<file path="config.mk">
export PLATFORM = sky130hd
export DESIGN_NAME = psb_config_regs
export DESIGN_NICKNAME = d
export VERILOG_FILES = /design/src/hdl/psb_pkg.sv /design/src/hdl/psb_config_regs.sv /design/src/hdl/psb_hyst_cmp.sv
export VERILOG_INCLUDE_DIRS = /design/src /design/src/hdl
export SDC_FILE = /design/constraint.sdc
export NUM_CORES = 1
export LEC_CHECK = 0
export ABC_AREA = 1
export BUFFER_PORTS_ARGS = -buffer_cell sky130_fd_sc_hd__buf_4
export CORE_MARGIN = 2
export CORE_UTILIZATION = 54
export DETAILED_ROUTE_END_ITERATION = 16
export PLACE_DENSITY = 0.77
export SYNTH_ARGS = -nofsm -noshare
export SYNTH_HDL_FRONTEND = slang
export SYNTH_SLANG_ARGS = --single-unit
</file>
<file path="constraint.sdc">
create_clock -name clk_sys_i -period 1.6 [get_ports clk_sys_i]
set_input_delay 0.16 -clock clk_sys_i [delete_from_list [all_inputs] [get_ports clk_sys_i]]
set_output_delay 0.16 -clock clk_sys_i [all_outputs]
set_load 0.02 [all_outputs]
</file>
<file path="src/hdl/psb_map.svh">
// Register offsets, field positions, reset values and lock code of the shedding config bank
`ifndef PSB_MAP_SVH
`define PSB_MAP_SVH
`define PSB_OFS_LOCK 8'h00
`define PSB_OFS_SHED_L1 8'h0C
`define PSB_OFS_SHED_L0 8'h0D
`define PSB_OFS_IOFS 8'h0E
`define PSB_OFS_FREQ 8'h0F
`define PSB_OFS_P1_GAIN 8'h11
`define PSB_OFS_P1_OFFS 8'h12
`define PSB_OFS_P2_GAIN 8'h13
`define PSB_OFS_P2_OFFS 8'h14
`define PSB_OFS_P3_GAIN 8'h15
`define PSB_OFS_OVERRIDE 8'h2D
`define PSB_LOCK_CODE 8'hA6
`define PSB_OVERRIDE_BIT 2
`define PSB_IOFS_EN_BIT 5
`define PSB_IOFS_POL_BIT 4
`define PSB_DIR_BIT 4
`define PSB_RST_SHED_L1 3'h1
`define PSB_RST_SHED_L0 3'h0
`define PSB_RST_IOFS 6'h00
`define PSB_RST_FREQ 5'h00
`define PSB_RST_GAIN 5'h10
`define PSB_RST_OFFS 5'h00
`endif

</file>
<file path="src/hdl/psb_pkg.sv">
// Types shared by the shedding config bank
package psb_pkg;
    // Register access request
    typedef struct packed {
        logic wr;
        logic [7:0] addr;
        logic [7:0] wdata;
    } psb_req_t;
    // Per-phase balance settings
    typedef struct packed {
        logic [4:0] gain;
        logic dir_neg;
        logic [3:0] mag;
    } psb_bal_t;
    // Offset current settings
    typedef struct packed {
        logic enable;
        logic sourcing;
        logic [3:0] mag;
    } psb_iofs_t;
    // Operating mode from the power-state indicator
    typedef enum logic [1:0] {
        PSB_MODE_LOW = 2'b00,
        PSB_MODE_AUTO = 2'b01,
        PSB_MODE_HIGH = 2'b11
    } psb_mode_t;
endpackage : psb_pkg

</file>
<file path="src/hdl/psb_config_regs.sv">
// Phase shedding and current balance configuration register bank
// Function
// - Level-1 count writable when unlocked and indicator high or override set
// - Level-0, offset, frequency, balance registers writable whenever unlocked
// - Phase-count code n means n+1 phases; level-1 resets to 001
// - Level-0 phase count uses same code, resets to 000
// - Shedding phase counts apply only in auto-phase-shedding mode
// - Offset register bit 5 enables offset current, resets 0
// - Offset register bit 4 polarity: 0 sinking, 1 sourcing, resets 0
// - Offset bits 3:0 give magnitude 0 to 15 uA, reset 0000
// - Five-bit frequency code, 250 kHz plus 50 kHz per step, reset 0
// - Balance gain code k gives (k+1)/16, resets to 10000
// - Phase 2 and 3 get their own gain fields
// - Balance offset bit 4 direction: 0 positive, 1 negative, reset 0
// - Balance offset bits 3:0 give (k+1) x 15 mV/V, reset 0000
// - Phase 2 gets its own balance offset register
// - Auto mode compares load with threshold plus/minus margin hysteresis
`timescale 1ns/10ps
`include "psb_map.svh"
module psb_config_regs #(
    parameter int LOAD_W = 8
) (
    input wire logic clk_sys_i,
    input wire logic rstn_i,
    input wire psb_pkg::psb_req_t req_i,
    output logic [7:0] rdata_o,
    input wire psb_pkg::psb_mode_t power_state_indicator_i,
    input wire logic [LOAD_W-1:0] load_i,
    input wire logic [LOAD_W-1:0] shed_load_threshold_i,
    input wire logic [LOAD_W-1:0] shed_threshold_margin_i,
    output logic [2:0] active_phase_code_o,
    output logic phase_count_valid_o,
    output psb_pkg::psb_iofs_t iofs_o,
    output logic [4:0] freq_code_o,
    output psb_pkg::psb_bal_t p1_bal_o,
    output psb_pkg::psb_bal_t p2_bal_o,
    output psb_pkg::psb_bal_t p3_bal_o
);
    logic [7:0] lock_reg;
    logic override;
    logic [2:0] shed_level1_phase_count;
    logic [2:0] shed_level0_phase_count;
    logic [5:0] offset_current_control;
    logic [4:0] switching_frequency_select;
    logic [4:0] phase1_balance_gain;
    logic [4:0] phase1_balance_offset;
    logic [4:0] phase2_balance_gain;
    logic [4:0] phase2_balance_offset;
    logic [4:0] phase3_balance_gain;
    logic [2:0] active_code;
    logic active_valid;
    logic above;

    // Address match helper
    function automatic logic hit(input psb_pkg::psb_req_t r, input logic [7:0] ofs);
        hit = r.wr && (r.addr == ofs);
    endfunction : hit

    // Write gating
    wire logic unlocked = (lock_reg != `PSB_LOCK_CODE);
    wire logic ind_high = (power_state_indicator_i == psb_pkg::PSB_MODE_HIGH);
    wire logic auto_mode = (power_state_indicator_i == psb_pkg::PSB_MODE_AUTO);
    wire logic wr_l1 = hit(req_i, `PSB_OFS_SHED_L1) && unlocked && (ind_high || override);
    wire logic wr_l0 = hit(req_i, `PSB_OFS_SHED_L0) && unlocked;
    wire logic wr_iofs = hit(req_i, `PSB_OFS_IOFS) && unlocked;
    wire logic wr_freq = hit(req_i, `PSB_OFS_FREQ) && unlocked;
    wire logic wr_g1 = hit(req_i, `PSB_OFS_P1_GAIN) && unlocked;
    wire logic wr_o1 = hit(req_i, `PSB_OFS_P1_OFFS) && unlocked;
    wire logic wr_g2 = hit(req_i, `PSB_OFS_P2_GAIN) && unlocked;
    wire logic wr_o2 = hit(req_i, `PSB_OFS_P2_OFFS) && unlocked;
    wire logic wr_g3 = hit(req_i, `PSB_OFS_P3_GAIN) && unlocked;
    wire logic wr_lock = hit(req_i, `PSB_OFS_LOCK);
    wire logic wr_ovr = hit(req_i, `PSB_OFS_OVERRIDE);

    // Lock and override registers, always writable
    always_ff @(posedge clk_sys_i or negedge rstn_i) begin
        if (!rstn_i) begin
            lock_reg <= 8'h00;
            override <= 1'b0;
        end else begin
            if (wr_lock) lock_reg <= req_i.wdata;
            if (wr_ovr) override <= req_i.wdata[`PSB_OVERRIDE_BIT];
        end
    end

    // Phase-count registers
    always_ff @(posedge clk_sys_i or negedge rstn_i) begin
        if (!rstn_i) begin
            shed_level1_phase_count <= `PSB_RST_SHED_L1;
            shed_level0_phase_count <= `PSB_RST_SHED_L0;
        end else begin
            if (wr_l1) shed_level1_phase_count <= req_i.wdata[2:0];
            if (wr_l0) shed_level0_phase_count <= req_i.wdata[2:0];
        end
    end

    // Offset current and frequency registers
    always_ff @(posedge clk_sys_i or negedge rstn_i) begin
        if (!rstn_i) begin
            offset_current_control <= `PSB_RST_IOFS;
            switching_frequency_select <= `PSB_RST_FREQ;
        end else begin
            if (wr_iofs) offset_current_control <= req_i.wdata[5:0];
            if (wr_freq) switching_frequency_select <= req_i.wdata[4:0];
        end
    end

    // Per-phase balance registers
    always_ff @(posedge clk_sys_i or negedge rstn_i) begin
        if (!rstn_i) begin
            phase1_balance_gain <= `PSB_RST_GAIN;
            phase2_balance_gain <= `PSB_RST_GAIN;
            phase3_balance_gain <= `PSB_RST_GAIN;
            phase1_balance_offset <= `PSB_RST_OFFS;
            phase2_balance_offset <= `PSB_RST_OFFS;
        end else begin
            if (wr_g1) phase1_balance_gain <= req_i.wdata[4:0];
            if (wr_g2) phase2_balance_gain <= req_i.wdata[4:0];
            if (wr_g3) phase3_balance_gain <= req_i.wdata[4:0];
            if (wr_o1) phase1_balance_offset <= req_i.wdata[4:0];
            if (wr_o2) phase2_balance_offset <= req_i.wdata[4:0];
        end
    end

    psb_hyst_cmp #(
        .W(LOAD_W)
    ) u_cmp (
        .clk_sys_i(clk_sys_i),
        .rstn_i(rstn_i),
        .enable_i(auto_mode),
        .load_i(load_i),
        .shed_load_threshold_i(shed_load_threshold_i),
        .shed_threshold_margin_i(shed_threshold_margin_i),
        .above_o(above)
    );

    // select level only in auto mode
    wire logic [2:0] next_active_code = above ? shed_level1_phase_count : shed_level0_phase_count;
    always_ff @(posedge clk_sys_i or negedge rstn_i) begin
        if (!rstn_i) begin
            active_code <= 3'h0;
            active_valid <= 1'b0;
        end else begin
            active_code <= auto_mode ? next_active_code : 3'h0;
            active_valid <= auto_mode;
        end
    end

    wire logic [7:0] next_rdata =
        (req_i.addr == `PSB_OFS_LOCK) ? lock_reg :
        (req_i.addr == `PSB_OFS_SHED_L1) ? {5'h00, shed_level1_phase_count} :
        (req_i.addr == `PSB_OFS_SHED_L0) ? {5'h00, shed_level0_phase_count} :
        (req_i.addr == `PSB_OFS_IOFS) ? {2'h0, offset_current_control} :
        (req_i.addr == `PSB_OFS_FREQ) ? {3'h0, switching_frequency_select} :
        (req_i.addr == `PSB_OFS_P1_GAIN) ? {3'h0, phase1_balance_gain} :
        (req_i.addr == `PSB_OFS_P1_OFFS) ? {3'h0, phase1_balance_offset} :
        (req_i.addr == `PSB_OFS_P2_GAIN) ? {3'h0, phase2_balance_gain} :
        (req_i.addr == `PSB_OFS_P2_OFFS) ? {3'h0, phase2_balance_offset} :
        (req_i.addr == `PSB_OFS_P3_GAIN) ? {3'h0, phase3_balance_gain} :
        (req_i.addr == `PSB_OFS_OVERRIDE) ? {5'h00, override, 2'h0} : 8'h00;

    // Registered read data
    always_ff @(posedge clk_sys_i or negedge rstn_i) begin
        if (!rstn_i) begin
            rdata_o <= 8'h00;
        end else begin
            rdata_o <= next_rdata;
        end
    end

    // Settings to the analog loop
    assign active_phase_code_o = active_code;
    assign phase_count_valid_o = active_valid;
    assign iofs_o = '{enable: offset_current_control[`PSB_IOFS_EN_BIT],
                      sourcing: offset_current_control[`PSB_IOFS_POL_BIT],
                      mag: offset_current_control[3:0]};
    assign freq_code_o = switching_frequency_select;
    assign p1_bal_o = '{gain: phase1_balance_gain, dir_neg: phase1_balance_offset[`PSB_DIR_BIT],
                        mag: phase1_balance_offset[3:0]};
    assign p2_bal_o = '{gain: phase2_balance_gain, dir_neg: phase2_balance_offset[`PSB_DIR_BIT],
                        mag: phase2_balance_offset[3:0]};
    // Phase 3 offset register lies outside this bank
    assign p3_bal_o = '{gain: phase3_balance_gain, dir_neg: 1'b0, mag: 4'h0};
endmodule : psb_config_regs

</file>
<file path="src/hdl/psb_hyst_cmp.sv">
// Threshold comparator with hysteresis for one shedding level
`timescale 1ns/10ps
module psb_hyst_cmp #(
    parameter int W = 8
) (
    input wire logic clk_sys_i,
    input wire logic rstn_i,
    input wire logic enable_i,
    input wire logic [W-1:0] load_i,
    input wire logic [W-1:0] shed_load_threshold_i,
    input wire logic [W-1:0] shed_threshold_margin_i,
    output logic above_o
);
    logic above;
    wire logic [W:0] upper = {1'b0, shed_load_threshold_i} + {1'b0, shed_threshold_margin_i};
    wire logic [W:0] lower = (shed_load_threshold_i > shed_threshold_margin_i) ?
        ({1'b0, shed_load_threshold_i} - {1'b0, shed_threshold_margin_i}) : '0;
    wire logic go_up = {1'b0, load_i} > upper;
    wire logic go_dn = {1'b0, load_i} < lower;
    // Hysteresis state, held low outside auto mode
    always_ff @(posedge clk_sys_i or negedge rstn_i) begin
        if (!rstn_i) begin
            above <= 1'b0;
        end else if (!enable_i) begin
            above <= 1'b0;
        end else if (go_up) begin
            above <= 1'b1;
        end else if (go_dn) begin
            above <= 1'b0;
        end
    end
    assign above_o = above;
endmodule : psb_hyst_cmp

</file>
==> results.json <==
{
  "status": "complete, but fails checks",
  "violations": "setup timing",
  "instances_no_fill": 764,
  "vias": 4174,
  "cts_tree": "yes",
  "arrival_ns": 2.49,
  "timing.final.ws_setup_ns": -0.627,
  "crit_path_end_kind": "flip-flop",
  "fillCellCount": 498,
  "rrSetupSlack_ns": 0.11,
  "worstSetupPathType": "in -> reg",
  "relSlewSlack_pct": 56.2,
  "fmax_mhz": 449,
  "drive_above_1_share_pct": 36.8,
  "drt_first_pass_iters": 5,
  "fin_crit_sh_pct": 139,
  "crit_chain": "buf_4 -> inv_1 -> ha_2 -> nand3b_1 -> nand2_1 -> nand2_2 -> nand2_1 -> nand2_1 -> nand2_2 -> nand2_2 -> inv_2 -> nand2_2 -> ha_4 -> nand2_4 -> a21oi_4 -> nor2_2 -> o21ai_1 -> nand3_1 -> a21oi_2 -> nand2_1 -> a21oi_1",
  "antenna_found_initial": 0,
  "io_pins": 98,
  "die_area_sq_um": 8200,
  "dpl.hpwl_um": 8310,
  "r2r-end": "phase2_balance_gain[2]$_DFFE_PN0P_",
  "worst_r2r_path_depth": 7,
  "synthCells": 513,
  "worst_slew_pin_slew_ns": 0.655,
  "drt_iter0_drc": 255,
  "grt_first_pass_wirelength_um": 17900,
  "switching_share_pct": 32.9,
  "ys_top_cells_by_count": "nand2_1, inv_1, dfrtp_1, o21ai_0, ha_1",
  "p_seq_share_pct": 40.1,
  "finClkSkew_ns": 0.0164,
  "grt_usage_pct": 27.1,
  "period_needed_ns": 2.23,
  "slowest_stage": "ha_4",
  "ys_seq_area_share_pct": 39.7,
  "yosys.area.top_type": "dfrtp_1",
  "synthFlopType": "dfrtp_1",
  "p_int_mw": 2.92,
  "grt_max_degree": 29,
  "ys_types": 42,
  "h-tree-depth": 3,
  "dp.cells": 733,
  "synth_edf_count": 0,
  "gp_congestion": 0.952,
  "via_per_inst": 5.46,
  "power.leakage_nw": 2.92,
  "initial_core_util_pct": 55.8,
  "path_max_fanout": 4,
  "critPathMaxStageDelay_ns": 0.30,
  "cp-endpoint": "u_cmp.above_o$_DFFE_PN0P_",
  "crit_path_start_kind": "primary input",
  "finalSetupViolations": 1,
  "power.share.clock_pct": 30.9,
  "yosysMostFrequentCell": "nand2_1",
  "die_y_um": 90.6,
  "drv_slew": 0,
  "pwr-share-comb_pct": 29.0,
  "ys_seq_elements": 64,
  "fp-row-count": 31,
  "synthToLayoutAreaGrowth_pct": 43.1,
  "synth_top_area_share_pct": 37.1,
  "cts_buffers": 9,
  "first_global_vias": 3857,
  "postLayoutCoreUtil_pct": 79.8,
  "grt.overflow.total": 0,
  "coreArea_sq_um": 7250,
  "setup-tns-final_ns": -0.627,
  "cts_buffer_depth": 2,
  "worstPathRequired_ns": 1.86,
  "wirelength_um": 12100,
  "power.density_nw_per_um2": 751,
  "ys_warn_count": 0,
  "nets": 738,
  "rsz0062_at_grt": "yes",
  "die_w_um": 90.6,
  "numPortBuffers": 92,
  "hold_class": "in -> reg",
  "yosys-top-cells-area": "dfrtp_1, nand2_1, ha_1",
  "cts.sinks": 64,
  "postRouteAntennaNets": 0,
  "avgSynthCellArea_sq_um": 7.89,
  "clock_latency_ns": 0.35,
  "finalHoldViolCount": 0,
  "drc_errors": 0,
  "critPathLaunch": "shed_load_threshold_i[0]",
  "antenna_cells": 0,
  "root_buffer": "clkbuf_8",
  "r2r_start": "lock_reg[1]$_DFFE_PN0P_",
  "ir_drop_v": 0.000528,
  "path_clk_slew_ns": 0.07,
  "synthesis.area_sq_um": 4050,
  "max-cap-violations": 0,
  "power.switching_mw": 1.43,
  "wl_per_cell_um": 15.8,
  "synthArstFlopShare_pct": 100
}
[worst max-delay path, delay by kind of cell]
kind	cells	cell delay, ns
buf+inv	3	0.24
simple gates	12	1.08
fa+ha+maj	2	0.49
compound gates	4	0.51
[cell type report]
cell class	instances	area, sq um	area share, %
multi-input combinational	374	2420	41.9
clock inverter	5	38.8	0.670
timing repair buffer	145	1170	20.2
clock buffer	11	151	2.61
sequential	64	1610	27.7
tap	99	124	2.14
inverter	66	273	4.71
[cell usage in the layout (no fill, tap or decap), types with 3 or more instances in the layout]
| master | netlist | final |
|---|---|---|
| a21oi_1 | 24 | 19 |
| a21oi_2 | 2 | 6 |
| buf_12 | 0 | 3 |
| buf_4 | 7 | 131 |
| buf_6 | 1 | 7 |
| clkbuf_8 | 0 | 11 |
| conb_1 | 1 | 5 |
| dfrtp_1 | 60 | 60 |
| dfstp_2 | 4 | 4 |
| ha_1 | 31 | 20 |
| ha_4 | 0 | 9 |
| inv_1 | 61 | 52 |
| inv_2 | 5 | 9 |
| inv_4 | 0 | 3 |
| inv_6 | 0 | 3 |
| nand2_1 | 143 | 133 |
| nand2_2 | 7 | 9 |
| nand2_4 | 2 | 6 |
| nand2_8 | 0 | 4 |
| nand3_1 | 20 | 19 |
| nand4_1 | 12 | 12 |
| nor2_1 | 30 | 29 |
| nor2_4 | 6 | 6 |
| nor3_1 | 4 | 3 |
| o21ai_0 | 47 | 43 |
| o21ai_1 | 2 | 5 |
| o21ai_2 | 11 | 12 |
| xor2_1 | 8 | 7 |
[cell families (layout without fill, tap and decap cells)]
logic type               after synthesis  after routing  share of synthesized area, %
AND/OR/NAND/NOR                      232            232                          25.9
other                                  1              5                        0.0926
flip-flops                            64             64                          39.7
adder cells (fa/ha/maj)               33             33                          10.6
AO/OA/AOI/OAI                         95             95                          13.5
XOR/XNOR                               9              9                          1.95
buffers and inverters                 79            227                          8.28
[power by group through the flow]
stage / Sequential [mW] / Clock, mW / Combinational (mW)
floorplan: 1.81 / 0 / 0.528
global placement: 1.77 / 0 / 1.01
detailed placement: 1.77 / 0 / 1.04
CTS: 1.74 / 1.34 / 1.09
global route: 1.75 / 1.41 / 1.36
finish: 1.74 / 1.34 / 1.26
[through the flow]
stage	power (mW)	setup slack, ns	hold WS [ns]	area (sq um)
floorplan	2.34	-0.608	-0.136	4160
global placement	2.78	-0.801	0.0827	5170
detailed placement	2.81	-0.980	0.0857	5170
CTS	4.17	-0.462	0.0458	5480
global route	4.52	-0.746	0.0478	5790
finish	4.35	-0.627	0.0529	5790
[worst min path at each step]
| stage | start | endpoint | slack [ns] | depth (start not counted) |
|---|---|---|---|---|
| after global placement | rstn_i | rdata_o[1]$_DFF_PN0_ | 0.08 | 1 |
| after global routing | power_state_indicator_i[0] | phase_count_valid_o$_DFF_PN0_ | 0.05 | 3 |
| final | power_state_indicator_i[0] | phase_count_valid_o$_DFF_PN0_ | 0.05 | 3 |
| after CTS | power_state_indicator_i[0] | phase_count_valid_o$_DFF_PN0_ | 0.05 | 3 |
| after detailed placement | rstn_i | rdata_o[1]$_DFF_PN0_ | 0.09 | 1 |
| after floorplan | rstn_i | active_phase_code_o[0]$_DFF_PN0_ | -0.14 | 0 |
[repair_timing]
item	CTS	global route
resized for setup	11	60
buffers inserted	5	8
endpoints found under the hold margin	25	0
hold buffers	2	0
pin swaps	8	27
setup endpoints to repair	1	29
[layer usage]
metal  up-vias  global-route usage (%)  routed length [um]
met5         -                       0                   0
met4         0                    8.46                 432
met3        50                    6.26                 835
met2       184                    46.6                6100
met1      1985                    34.0                4690
li1       1955                       -                   -
No activity file was read; power rests on OpenSTA's default activity.
